File: config.mk
export PLATFORM = sky130hd
export DESIGN_NAME = drc_top
export DESIGN_NICKNAME = d
export VERILOG_FILES = /design/src/include/drc_pkg.sv /design/src/core/drc_prescaler.sv /design/src/core/drc_row_compare.sv /design/src/core/drc_top.sv
export SDC_FILE = /design/constraint.sdc
export NUM_CORES = 1
export LEC_CHECK = 0
export ABC_AREA = 0
export BUFFER_PORTS_ARGS = -buffer_cell sky130_fd_sc_hd__buf_2
export CAP_MARGIN = 20
export CORE_UTILIZATION = 29
export DETAILED_ROUTE_END_ITERATION = 12
export PLACE_DENSITY = 0.58
export SYNTH_ARGS = -nofsm -noshare
export SYNTH_HDL_FRONTEND = slang
export SYNTH_SLANG_ARGS = --single-unit
File: constraint.sdc
create_clock -name i_clk -period 5.5 [get_ports i_clk]
set_input_delay 0.825 -clock i_clk [delete_from_list [all_inputs] [get_ports i_clk]]
set_output_delay 0.825 -clock i_clk [all_outputs]
set_load 0.02 [all_outputs]
File: src/include/drc_pkg.sv
// package: register map, field positions and codes for dram refresh control
package drc_pkg;
   localparam logic [11:0] MTC_OFFSET = 12'h000;
   localparam logic [11:0] RFC_OFFSET = 12'h004;
   localparam logic [11:0] CNT_OFFSET = 12'h008;
   localparam logic [11:0] CMP_OFFSET = 12'h00c;
   localparam logic [11:0] STS_OFFSET = 12'h010;
   localparam logic [7:0] MTC_RESET = 8'h00;
   localparam logic [7:0] RFC_RESET = 8'h00;
   localparam logic [7:0] CNT_RESET = 8'h00;
   localparam logic [7:0] CMP_RESET = 8'hff;
   localparam int MTC_PRECHARGE_BIT = 7;
   localparam int MTC_BURST_BIT = 6;
   localparam int MTC_ROW_HOLD_BIT = 5;
   localparam int MTC_DUAL_CAS_BIT = 4;
   localparam int MTC_MUX_SHIFT_LSB = 2;
   localparam int MTC_REFRESH_WAIT_LSB = 0;
   localparam int RFC_ENABLE_BIT = 7;
   localparam int RFC_STROBE_WAIT_BIT = 6;
   localparam int RFC_MODE_BIT = 5;
   localparam int RFC_FLAG_BIT = 4;
   localparam int RFC_IRQ_EN_BIT = 3;
   localparam int RFC_CLK_SEL_LSB = 0;
   localparam int ROW_BASE_SHIFT = 8;
   localparam int ROW_TOP_BIT = 23;
   localparam logic [11:0] PRESCALE_TOP = 12'hfff;
   typedef enum logic [1:0] {
      DRC_SHIFT_8,
      DRC_SHIFT_9,
      DRC_SHIFT_10,
      DRC_SHIFT_UNDEF
   } drc_shift_e;
endpackage

File: src/core/drc_prescaler.sv
// free-running system clock divider with selectable tap enable pulse
`timescale 1ns/1ps
module drc_prescaler #(
   parameter int WIDTH = 12
) (
   input wire logic i_clk,
   input wire logic i_srst,
   input wire logic [2:0] i_sel,
   output logic o_tick
);
   import drc_pkg::*;
   typedef struct packed {
      logic [WIDTH-1:0] div;
      logic tick;
   } drc_pre_s;
   drc_pre_s st_q;
   drc_pre_s st_d;
   logic [WIDTH-1:0] mask;

   // dividers /2 /8 /32 /128 /512 /2048 /4096
   always_comb begin
      case (i_sel)
         3'h1: mask = WIDTH'(12'h001);
         3'h2: mask = WIDTH'(12'h007);
         3'h3: mask = WIDTH'(12'h01f);
         3'h4: mask = WIDTH'(12'h07f);
         3'h5: mask = WIDTH'(12'h1ff);
         3'h6: mask = WIDTH'(12'h7ff);
         3'h7: mask = WIDTH'(PRESCALE_TOP);
         default: mask = '0;
      endcase
   end

   always_comb begin
      st_d = st_q;
      st_d.div = st_q.div + 1'b1;
      // code 000 suppresses the tick, the divider itself keeps counting
      st_d.tick = (i_sel != 3'h0) && ((st_q.div & mask) == mask);
   end

   always_ff @(posedge i_clk) begin
      if (i_srst) begin
         st_q <= '0;
      end else begin
         st_q <= st_d;
      end
   end
   assign o_tick = st_q.tick;

   a_tick_off: assert property (@(posedge i_clk)
      disable iff (i_srst)
      (i_sel == 3'h0) |=> !o_tick)
      else $error("tick with clock off");
   a_div2_tick: assert property (@(posedge i_clk)
      disable iff (i_srst)
      (i_sel == 3'h1)[*3] |-> (o_tick != $past(o_tick)))
      else $error("div2 not alternating");
endmodule

File: src/core/drc_row_compare.sv
// row address mux shift and burst row-hit compare
`timescale 1ns/1ps
module drc_row_compare (
   input wire logic i_clk,
   input wire logic i_srst,
   input wire logic [23:0] i_addr,
   input wire logic [23:0] i_last_addr,
   input wire logic [1:0] i_shift,
   input wire logic i_byte_space,
   output logic [23:0] o_row,
   output logic o_row_hit
);
   import drc_pkg::*;
   typedef struct packed {
      logic [23:0] row;
      logic hit;
   } drc_row_s;
   drc_row_s st_q;
   drc_row_s st_d;
   logic [4:0] sh;
   logic [4:0] lsb;
   logic [23:0] cmask;

   always_comb begin
      st_d = st_q;
      sh = 5'(ROW_BASE_SHIFT) + {3'h0, i_shift};
      lsb = sh + {4'h0, !i_byte_space};
      cmask = 24'hffffff << lsb;
      st_d.row = i_addr >> sh;
      st_d.hit = ((i_addr ^ i_last_addr) & cmask) == 24'h0;
   end

   always_ff @(posedge i_clk) begin
      if (i_srst) begin
         st_q <= '0;
      end else begin
         st_q <= st_d;
      end
   end
   assign o_row = st_q.row;
   assign o_row_hit = st_q.hit;

   a_row_shift: assert property (@(posedge i_clk)
      disable iff (i_srst)
      (i_shift == 2'h0) |=> (o_row == ($past(i_addr) >> 8)))
      else $error("row shift wrong");
endmodule

File: src/core/drc_top.sv
// dram interface configuration, refresh timer and refresh request control
// Overview of operation
// - precharge bit 0 gives one precharge state, 1 gives two
// - burst bit 0 forces full access, 1 allows fast page bursts
// - hold-row bit keeps row strobe low between interrupted accesses
// - dual column strobe bit selects 8-bit (1) or 16-bit (0) space
// - shift code 00/01/10 shifts row address by 8/9/10 bits
// - burst row compare uses bits 23 down to shift, plus one if 16-bit
// - refresh wait field adds zero to three waits to refresh cycles
// - external wait input ignored during cas-before-ras refresh
// - control registers reset to zero, kept over manual reset
// - refresh enable 0 means no refresh, timer still usable
// - strobe wait bit adds one wait, row strobe falls later
// - refresh mode selects cas-before-ras (0) or self refresh (1)
// - compare flag sets when counter equals compare value
// - flag clears only by writing 0 after reading it as 1
// - interrupt raised when flag set and interrupt enable is 1
// - interrupt enable held at 0 while refresh is enabled
// - counter clock codes 1..7 give divide by 2 up to 4096
// - code 000 stops the counter, nonzero starts counting
// - match clears counter and starts a refresh when enabled
// - compare register resets to all ones, compared continuously
`timescale 1ns/1ps
module drc_top (
   input wire logic i_clk,
   input wire logic i_srst,
   input wire logic i_manual_rst,
   input wire logic i_psel,
   input wire logic i_penable,
   input wire logic i_pwrite,
   input wire logic [11:0] i_paddr,
   input wire logic [31:0] i_pwdata,
   output logic [31:0] o_prdata,
   output logic o_pready,
   output logic o_pslverr,
   input wire logic [3:0] i_area_is_dram,
   input wire logic [2:0] i_area_sel,
   input wire logic i_access_req,
   input wire logic [23:0] i_access_addr,
   input wire logic [23:0] i_last_addr,
   input wire logic i_seq_break,
   input wire logic i_wait_n,
   input wire logic i_refresh_done,
   output logic o_dram_sel,
   output logic [1:0] o_precharge_states,
   output logic o_burst_ok,
   output logic o_row_hold_low,
   output logic o_byte_space,
   output logic [23:0] o_row_addr,
   output logic o_row_hit,
   output logic [1:0] o_refresh_waits,
   output logic o_ext_wait,
   output logic o_refresh_req,
   output logic o_self_refresh,
   output logic o_strobe_late,
   output logic o_compare_match_irq
);
   import drc_pkg::*;

   typedef struct packed {
      logic [7:0] mtc;
      logic [7:0] rfc;
      logic [7:0] cnt;
      logic [7:0] cmp;
      logic flag_seen;
      logic [31:0] rdata;
      logic ready;
      logic err;
      logic dram_sel;
      logic [1:0] pre_states;
      logic burst_ok;
      logic row_hold;
      logic ext_wait;
      logic refresh_req;
      logic self_ref;
      logic irq;
      logic in_refresh;
   } drc_state_s;

   drc_state_s st_q;
   drc_state_s st_d;
   logic tick;
   logic match;
   logic acc_phase;
   logic wr;
   logic rd;
   logic area_dram;
   logic refresh_on;
   logic [2:0] area_idx;

   drc_prescaler #(
      .WIDTH(12)
   ) u_prescaler (
      .i_clk(i_clk),
      .i_srst(i_srst),
      .i_sel(st_q.rfc[RFC_CLK_SEL_LSB +: 3]),
      .o_tick(tick)
   );

   drc_row_compare u_row (
      .i_clk(i_clk),
      .i_srst(i_srst),
      .i_addr(i_access_addr),
      .i_last_addr(i_last_addr),
      .i_shift(st_q.mtc[MTC_MUX_SHIFT_LSB +: 2]),
      .i_byte_space(st_q.mtc[MTC_DUAL_CAS_BIT]),
      .o_row(o_row_addr),
      .o_row_hit(o_row_hit)
   );

   always_comb begin
      st_d = st_q;
      acc_phase = i_psel && i_penable && !st_q.ready;
      wr = acc_phase && i_pwrite;
      rd = acc_phase && !i_pwrite;
      area_idx = i_area_sel - 3'h2;
      // only areas 2 to 5 may be dram space
      area_dram = (i_area_sel >= 3'h2) && (i_area_sel <= 3'h5)
         && i_area_is_dram[area_idx[1:0]];
      refresh_on = st_q.rfc[RFC_ENABLE_BIT];
      match = (st_q.cnt == st_q.cmp);

      st_d.ready = acc_phase;
      st_d.err = 1'b0;
      st_d.rdata = '0;

      // refresh counter: clear on match, else count on prescaler tick
      if (match) begin
         st_d.cnt = 8'h00;
      end else if (tick) begin
         st_d.cnt = st_q.cnt + 8'h01;
      end

      if (rd) begin
         case (i_paddr)
            MTC_OFFSET: st_d.rdata = {24'h0, st_q.mtc};
            RFC_OFFSET: begin
               st_d.rdata = {24'h0, st_q.rfc};
               if (st_q.rfc[RFC_FLAG_BIT]) begin
                  st_d.flag_seen = 1'b1;
               end
            end
            CNT_OFFSET: st_d.rdata = {24'h0, st_q.cnt};
            CMP_OFFSET: st_d.rdata = {24'h0, st_q.cmp};
            STS_OFFSET: st_d.rdata = {30'h0, st_q.in_refresh,
               st_q.refresh_req};
            default: st_d.err = 1'b1;
         endcase
      end

      if (wr) begin
         case (i_paddr)
            MTC_OFFSET: st_d.mtc = i_pwdata[7:0];
            RFC_OFFSET: begin
               // software expected to write flag as 1 when refreshing
               st_d.rfc = {i_pwdata[7:5], st_q.rfc[RFC_FLAG_BIT],
                  i_pwdata[3:0]};
               if (!i_pwdata[RFC_FLAG_BIT] && st_q.flag_seen) begin
                  st_d.rfc[RFC_FLAG_BIT] = 1'b0;
                  st_d.flag_seen = 1'b0;
               end
            end
            CNT_OFFSET: begin
               if (!match) begin
                  st_d.cnt = i_pwdata[7:0];
               end
            end
            CMP_OFFSET: st_d.cmp = i_pwdata[7:0];
            STS_OFFSET: st_d.err = 1'b0;
            default: st_d.err = 1'b1;
         endcase
      end

      // hardware set wins over a clearing write in the same cycle
      if (match) begin
         st_d.rfc[RFC_FLAG_BIT] = 1'b1;
      end
      if (st_d.rfc[RFC_ENABLE_BIT]) begin
         st_d.rfc[RFC_IRQ_EN_BIT] = 1'b0;
      end

      st_d.irq = st_q.rfc[RFC_FLAG_BIT] && st_q.rfc[RFC_IRQ_EN_BIT];

      // refresh request held until the bus side reports completion or refresh is disabled
      if (match && refresh_on) begin
         st_d.refresh_req = 1'b1;
      end else if (i_refresh_done || !refresh_on) begin
         st_d.refresh_req = 1'b0;
      end
      st_d.self_ref = refresh_on && st_q.rfc[RFC_MODE_BIT];
      st_d.in_refresh = st_q.refresh_req && !st_q.rfc[RFC_MODE_BIT];

      // dram timing driven only for dram areas
      st_d.dram_sel = i_access_req && area_dram;
      st_d.pre_states = area_dram ?
         (st_q.mtc[MTC_PRECHARGE_BIT] ? 2'h2 : 2'h1) : 2'h0;
      st_d.burst_ok = area_dram && st_q.mtc[MTC_BURST_BIT];
      // row strobe stays low on a break only in hold mode
      st_d.row_hold = area_dram && i_seq_break
         && st_q.mtc[MTC_ROW_HOLD_BIT];
      // wait pin masked from the request edge, not one cycle later
      st_d.ext_wait = ((st_q.refresh_req && !st_q.rfc[RFC_MODE_BIT])
         || st_q.in_refresh) ? 1'b0 : !i_wait_n;

      // manual reset only clears the bus ready flag, every other register untouched
      if (i_manual_rst) begin
         st_d.ready = 1'b0;
      end
   end

   always_ff @(posedge i_clk) begin
      if (i_srst) begin
         st_q <= '0;
         st_q.mtc <= MTC_RESET;
         st_q.rfc <= RFC_RESET;
         st_q.cnt <= CNT_RESET;
         st_q.cmp <= CMP_RESET;
      end else begin
         st_q <= st_d;
      end
   end

   assign o_prdata = st_q.rdata;
   assign o_pready = st_q.ready;
   assign o_pslverr = st_q.err;
   assign o_dram_sel = st_q.dram_sel;
   assign o_precharge_states = st_q.pre_states;
   assign o_burst_ok = st_q.burst_ok;
   assign o_row_hold_low = st_q.row_hold;
   assign o_byte_space = st_q.mtc[MTC_DUAL_CAS_BIT];
   assign o_refresh_waits = st_q.mtc[MTC_REFRESH_WAIT_LSB +: 2];
   assign o_ext_wait = st_q.ext_wait;
   assign o_refresh_req = st_q.refresh_req;
   assign o_self_refresh = st_q.self_ref;
   assign o_strobe_late = st_q.rfc[RFC_STROBE_WAIT_BIT];
   assign o_compare_match_irq = st_q.irq;

   // refresh timer, flag and interrupt
   a_match_flag: assert property (@(posedge i_clk)
      disable iff (i_srst)
      (st_q.cnt == st_q.cmp) |=> st_q.rfc[RFC_FLAG_BIT] && st_q.cnt == 8'h00)
      else $error("match did not set flag");
   a_irq_gate: assert property (@(posedge i_clk)
      disable iff (i_srst)
      o_compare_match_irq |-> $past(st_q.rfc[RFC_IRQ_EN_BIT]))
      else $error("irq without enable");
   a_irq_off: assert property (@(posedge i_clk)
      disable iff (i_srst)
      !st_q.rfc[RFC_IRQ_EN_BIT] |=> !o_compare_match_irq)
      else $error("irq raised while disabled");
   a_irq_on: assert property (@(posedge i_clk)
      disable iff (i_srst)
      (st_q.rfc[RFC_FLAG_BIT] && st_q.rfc[RFC_IRQ_EN_BIT]) |=>
      o_compare_match_irq)
      else $error("irq missing with flag and enable");
   a_irqen_forced: assert property (@(posedge i_clk)
      disable iff (i_srst)
      st_q.rfc[RFC_ENABLE_BIT] |-> !st_q.rfc[RFC_IRQ_EN_BIT])
      else $error("irq enable set while refreshing");
   a_flag_noread: assert property (@(posedge i_clk)
      disable iff (i_srst)
      (st_q.rfc[RFC_FLAG_BIT] && !st_q.flag_seen) |=> st_q.rfc[RFC_FLAG_BIT])
      else $error("flag cleared unread");
   a_flag_clear: assert property (@(posedge i_clk)
      disable iff (i_srst)
      (wr && i_paddr == RFC_OFFSET && !i_pwdata[RFC_FLAG_BIT]
      && st_q.flag_seen && !match) |=> !st_q.rfc[RFC_FLAG_BIT])
      else $error("armed flag not cleared by write");
   a_flag_sticky: assert property (@(posedge i_clk)
      disable iff (i_srst)
      (st_q.rfc[RFC_FLAG_BIT] && !(wr && i_paddr == RFC_OFFSET)) |=>
      st_q.rfc[RFC_FLAG_BIT])
      else $error("flag cleared without write");
   a_cnt_hold: assert property (@(posedge i_clk)
      disable iff (i_srst)
      (!tick && !match && !(wr && i_paddr == CNT_OFFSET)) |=>
      $stable(st_q.cnt))
      else $error("counter moved without tick");
   a_cnt_step: assert property (@(posedge i_clk)
      disable iff (i_srst)
      (tick && !match && !(wr && i_paddr == CNT_OFFSET)) |=>
      (st_q.cnt == $past(st_q.cnt) + 8'h01))
      else $error("counter did not step on tick");
   a_reset_vals: assert property (@(posedge i_clk)
      $fell(i_srst) |-> (st_q.mtc == MTC_RESET && st_q.rfc == RFC_RESET
      && st_q.cnt == CNT_RESET && st_q.cmp == CMP_RESET))
      else $error("register reset value wrong");

   // refresh request and wait masking
   a_refresh_start: assert property (@(posedge i_clk)
      disable iff (i_srst)
      (st_q.cnt == st_q.cmp && st_q.rfc[RFC_ENABLE_BIT]) |=> o_refresh_req)
      else $error("no refresh on match");
   a_refresh_hold: assert property (@(posedge i_clk)
      disable iff (i_srst)
      (o_refresh_req && !i_refresh_done && st_q.rfc[RFC_ENABLE_BIT]) |=>
      o_refresh_req)
      else $error("refresh request dropped early");
   a_no_refresh: assert property (@(posedge i_clk)
      disable iff (i_srst)
      !$past(st_q.rfc[RFC_ENABLE_BIT]) |-> !o_refresh_req)
      else $error("refresh while disabled");
   a_wait_ignored: assert property (@(posedge i_clk)
      disable iff (i_srst)
      st_q.in_refresh |=> !o_ext_wait)
      else $error("wait passed in refresh");
   a_wait_mask: assert property (@(posedge i_clk)
      disable iff (i_srst)
      (st_q.refresh_req && !st_q.rfc[RFC_MODE_BIT]) |=> !o_ext_wait)
      else $error("wait not masked at refresh start");
   a_wait_pass: assert property (@(posedge i_clk)
      disable iff (i_srst)
      (!st_q.refresh_req && !st_q.in_refresh) |=>
      (o_ext_wait == !$past(i_wait_n)))
      else $error("wait pin not passed outside refresh");
   a_self_mode: assert property (@(posedge i_clk)
      disable iff (i_srst)
      o_self_refresh |-> $past(st_q.rfc[RFC_ENABLE_BIT]))
      else $error("self refresh while off");
   a_self_on: assert property (@(posedge i_clk)
      disable iff (i_srst)
      (st_q.rfc[RFC_ENABLE_BIT] && st_q.rfc[RFC_MODE_BIT]) |=> o_self_refresh)
      else $error("self refresh not selected");
   a_cbr_only: assert property (@(posedge i_clk)
      disable iff (i_srst)
      (o_refresh_req && !st_q.rfc[RFC_MODE_BIT]) |=> st_q.in_refresh)
      else $error("cas-before-ras refresh not entered");

   // access timing for dram areas
   a_precharge: assert property (@(posedge i_clk)
      disable iff (i_srst)
      o_dram_sel |-> o_precharge_states ==
      ($past(st_q.mtc[MTC_PRECHARGE_BIT]) ? 2'h2 : 2'h1))
      else $error("precharge length wrong");
   a_burst_gate: assert property (@(posedge i_clk)
      disable iff (i_srst)
      o_burst_ok |-> $past(st_q.mtc[MTC_BURST_BIT]))
      else $error("burst without enable");
   a_burst_off: assert property (@(posedge i_clk)
      disable iff (i_srst)
      !st_q.mtc[MTC_BURST_BIT] |=> !o_burst_ok)
      else $error("burst while disabled");
   a_row_hold: assert property (@(posedge i_clk)
      disable iff (i_srst)
      o_row_hold_low |->
      ($past(st_q.mtc[MTC_ROW_HOLD_BIT]) && $past(i_seq_break)))
      else $error("row strobe held outside hold mode");
   a_normal_area: assert property (@(posedge i_clk)
      disable iff (i_srst)
      !area_dram |=>
      (!o_dram_sel && !o_burst_ok && o_precharge_states == 2'h0))
      else $error("dram timing on normal area");
endmodule

---- Word level (Yosys, flattened, before mapping) ----
Index checks and enable logic that the tools add are counted.
word-level totals
  output and inout port bits .............. 72
  logic and storage cells ................. 120
  register bits ........................... 115
operators by class
  magnitude comparators ................... 3
  bitwise logic cells ..................... 5
  reduce and logical (&&, ||, !) cells .... 43
  add/sub/neg operators ................... 5
  muxes and demuxes ....................... 25
  equality and inequality tests ........... 13
  shift-type cells ........................ 2
operator list
  cell                   count
  $pmux 12 s7            1
  $mux 8                 6
  $pmux 8 s5             1
  $mux 33                1
  $mux 25                1
  $and 24x24->24         1
  $eq 12x4->1 const B    2
  $logic_not 24->1       1
  $shl 24x5->24 const A  1
  $shr 24x5->24          1
  $xor 24x24->24         1
  $logic_and 1x1->1      16
  $add 12x1->12 const B  1
  $and 12x12->12         1
  $eq 12x12->1           1
  $eq 12x3->1 const B    1
  $eq 12x5->1 const B    1
  $eq 3x3->1 const B     4
  $logic_not 12->1       1
  $mux 1                 12
  $reduce_or 2->1        5
  $add 8x1->8 const B    1
  $eq 8x8->1             1
  $reduce_bool 2->1      4
  19 further kinds       30

---- Longest topological paths before layout ----
  word-level depth ........................ 8
  mapped depth ............................ 8
  mapped depth without buffers ............ 8

---- Modules after synthesis ----
A second synthesis with hierarchy kept.
second synthesis, totals
  cell total of the unflattened synthesis .. 462
  area total of the unflattened synthesis .. 4,474.3 sq um
modules (own cells, without submodules)
  module           area each (sq um)  instances  sequential area each (sq um)  cells each
  drc_top          2,757.6            1          1,061.0                       299
  drc_row_compare  1,117.3            1          340.3                         97
  drc_prescaler    599.3              1          260.2                         66

---- Least setup slack after synthesis ----
OpenSTA, ideal clock, no wires.
  kind .................................... input port to flip-flop
  start ................................... input port i_paddr[9]
  end ..................................... register st_q[58] (netlist bit)
  arrival time ............................ 1.923 ns
  slack ................................... 3.461 ns
  path buffers ............................ 1
  stages .................................. 5
  required time ........................... 5.384 ns
  cells stage by stage .................... nor4_2 -> nand4_1 -> buf_2 -> or3_1 -> o211a_1
on the way
  cells in the longest elaborated chain, start to end .. 3
ends and longest elaborated chain
  element               line            source
  from (decl)           drc_top.sv:31   input wire logic [11:0] i_paddr,
  $eq 12x4->1           drc_top.sv:152  case (i_paddr)
  $mux 8                drc_top.sv:152
  $mux 25               drc_top.sv:151  if (wr) begin
  to (signal assigned)  drc_top.sv:219  st_q <= st_d;
  to (decl)             drc_top.sv:80   drc_state_s st_q;
No other way between the ends. The select of a mux whose other input is x is not followed.
A chain may end at the register's enable or synchronous reset.

---- Worst setup path in the final report ----
  start ................................... register st_q[71] (netlist bit)
  end ..................................... register u_row.st_q (netlist bit u_row.o_row_hit)
on the way
  cells in the longest elaborated chain, start to end .. 5
ends and longest elaborated chain
  element               line                   source
  $add 4x2->5           drc_row_compare.sv:26  sh = 5'(ROW_BASE_SHIFT) + {3'h0, i_shift};
  $add 5x1->5           drc_row_compare.sv:27  lsb = sh + {4'h0, !i_byte_space};
  $shl 24x5->24         drc_row_compare.sv:28  cmask = 24'hffffff << lsb;
  $and 24x24->24        drc_row_compare.sv:30  st_d.hit = ((i_addr ^ i_last_addr) & cmask) == 24'h0;
  $logic_not 24->1      drc_row_compare.sv:30
  to (signal assigned)  drc_row_compare.sv:37  st_q <= st_d;
  to (decl)             drc_row_compare.sv:18  drc_row_s st_q;
No other way between the ends.

==> results_dict.tcl <==
set metrics [dict create \
    status "finished clean" \
    cts_tree "built" \
    path_max_fanout 21 \
    rrSetupSlack_ns 3.11 \
    p_per_area_nw_per_um2 266 \
    grt_max_degree 41 \
    synth_top_cell_by_area "dfxtp_1" \
    clockPowerShare 0.444 \
    synthTopCellsByArea "dfxtp_1 38%, mux4_2 9.3%, buf_4 7.6%, xor2_1 5.6%, o21ai_0 4.4%" \
    cpPeakStageDelay_ns 0.95 \
    postRouteAntennaNets 0 \
    ctsHtreeMaxLevel 3 \
    min_from "u_prescaler.st_q[1]" \
    whs_ns 0.449 \
    drt_iter0_drc 209 \
    r2r_cells 7 \
    ys_seq_area_frac 0.382 \
    drive_gt1_frac 0.271 \
    hp-class "reg -> reg" \
    sw_frac_of_total 0.243 \
    fmax_mhz 418 \
    end_kind "flip-flop" \
    cp_common_cell "ha_1" \
    hold_buffers 0 \
    die-height_um 124 \
    clkSinkCount 83 \
    slew-limit-headroom 0.356 \
    min_to "u_prescaler.st_q[1]" \
    skew_ns 0.00582 \
    synth_edf_count 0 \
    portBuffers 108 \
    min_period_over_period 0.435 \
    comb_power_share 0.102 \
    worstPathCellList "ha_1 -> inv_1 -> ha_1 -> o21ai_0 -> a222oi_1 -> nand3_1 -> nor3_1" \
    maxSlewViolCount 0 \
    ir_drop_uv 120 \
    syn2layout_area_growth_pct 17.2 \
    rsz0062_at_grt "no" \
    grt_use_total 0.139 \
    gp_congestion 0.816 \
    vias 3611 \
    worstSetupPathType "reg -> reg" \
    fp.coreArea_um2 14600 \
    cts_buffers 9 \
    drc 0 \
    synth.top_cells.by_count "83 x dfxtp_1, 44 x buf_4, 38 x o21ai_0" \
    finalSetupViolCount 0 \
    synth.avg_cell_area_um2 9.36 \
    yosysMostFrequentCell "dfxtp_1" \
    grt_pass1_wl_um 17400 \
    ys_types 43 \
    cp-start-kind "flip-flop" \
    cts_resized 0 \
    cp_data_arrival_time_ns 2.65 \
    period_needed_ns 2.39 \
    die_width_um 124 \
    tns_ns 0 \
    p_sw_mw 0.329 \
    clk_latency_ns 0.34 \
    root_buffer "clkbuf_16" \
    timing.rr.end "u_row.o_row_hit" \
    overflow 0 \
    timing.rr.start "st_q[71]" \
    start_util 0.298 \
    ctsLongestPathBuffers 2 \
    hold_depth 1 \
    synthArstFlopShare 0 \
    hpwl_um 7630 \
    io_pins 181 \
    wl_per_cell_um 14.3 \
    synth_top_area_frac 0.382 \
    ys_warn_count 0 \
    rows 44 \
    worst_pin_slew_ns 0.964 \
    diodes 0 \
    grt_pass1_vias 3429 \
    cap_viol_max_count 0 \
    antenna_found_initial 3 \
    crit_slowest_cell "dfxtp_1" \
    power_mw 1.35 \
    path_clk_slew_ns 0.06 \
    fin_util 0.349 \
    setup_ws_ns 3.11 \
    drtPass1Iterations 5 \
    routed_via_density 4.92 \
    critical_path_required_ns 5.76 \
    post_cts_buffers 0 \
    fp.dieArea_um2 15500 \
    p_leak_nw 2.06 \
    power.internal_mw 1.02 \
    syn_area_um2 4340 \
    ys_ff_latch 83 \
    syn-instance-count 464 \
    dp_slack_ns 2.97 \
    ys.flop_type "dfxtp_1" \
    fin_nets 659 \
    wirelength_um 10500 \
    p_seq_frac 0.454 \
    finalHoldViolations 0 \
]
==> critical path: cells and delay by family, from the launching register on <==
family | cells | cell delay, ns
and+or+nand+nor | 2 | 0.26
AOI/OAI and AO/OA | 2 | 0.41
buffers and inverters | 1 | 0.05
DFF | 1 | 0.95
adders and majority gates | 2 | 0.64
==> worst max path at each step <==
stage / end / startpoint / slack [ns]
CTS: u_row.o_row_hit / st_q[71] / 3.05
finish: u_row.o_row_hit / st_q[71] / 3.11
global route: u_row.o_row_hit / st_q[71] / 2.75
floorplan: st_q[58] / i_paddr[9] / 3.46
global placement: o_prdata[1] / i_paddr[3] / 2.95
detailed placement: st_q[60] / i_paddr[9] / 2.97
==> stage by stage <==
| stage | std cells | cell area, um2 |
|---|---|---|
| finish | 734 | 5090 |
| detailed placement | 718 | 4800 |
| CTS | 734 | 5090 |
| floorplan | 495 | 4460 |
| global route | 734 | 5090 |
| global placement | 718 | 4800 |
==> cell type report <==
| type | instances | area, um2 |
|---|---|---|
| well taps | 184 | 230 |
| flip-flops and latches | 83 | 1660 |
| inverters | 7 | 26.3 |
| fillers | 1508 | 9500 |
| clock buffers | 11 | 243 |
| multi-input cells | 335 | 2330 |
| repair buffers | 109 | 548 |
| clock inverters | 5 | 52.6 |
==> power by group through the flow <==
stage          clock, mW  sequential (mW)  combinational [mW]
3_3_place_gp           0            0.627               0.136
2_1_floorplan          0            0.637              0.0904
3_5_place_dp           0            0.628               0.137
5_1_grt            0.636            0.615               0.149
4_1_cts            0.612            0.614               0.138
6_report           0.600            0.614               0.138
==> sequential cells by signal, summed over array words and instances (netlist names) <==
name	flops
o_compare_match_irq	1
o_strobe_late	1
o_prdata	8
o_dram_sel	1
o_ext_wait	1
o_precharge_states	2
o_refresh_req	1
o_self_refresh	1
refresh_on	1
o_burst_ok	1
u_row.o_row	16
o_row_hold_low	1
o_pready	1
o_pslverr	1
st_q	29
o_byte_space	1
o_refresh_waits	2
u_prescaler.o_tick	1
u_prescaler.st_q	12
u_row.o_row_hit	1
==> placed cells by master (no fill, tap or decap), drive strengths merged, types with 11 or more instances in the layout <==
master / count
a21oi: 27
and2: 19
buf: 109
clkbuf: 11
conb: 32
dfxtp: 83
mux4: 18
nand2: 14
nand3: 37
nor2: 17
nor2b: 15
o21ai: 39
xor2: 28
==> metal layers <==
layer / vias to the layer above / part of all wire / global-route usage
met5: - / 0.0010 / 0
li1: 1747 / - / -
met3: 14 / 0.072 / 0.0382
met1: 1711 / 0.45 / 0.177
met2: 137 / 0.46 / 0.216
met4: 2 / 0.019 / 0.0695
==> kinds of logic (layout without fill, tap and decap cells) <==
logic type,after synthesis,in the layout,share of synthesized area
buf+inv,77,132,0.108
xor+xnor,37,37,0.0746
other cells,1,32,0.000863
simple gates,150,150,0.193
fa+ha+maj,5,5,0.0144
compound gates,86,86,0.116
flops,83,83,0.382
mux,25,25,0.111
Power figures use the tool's default switching activity.
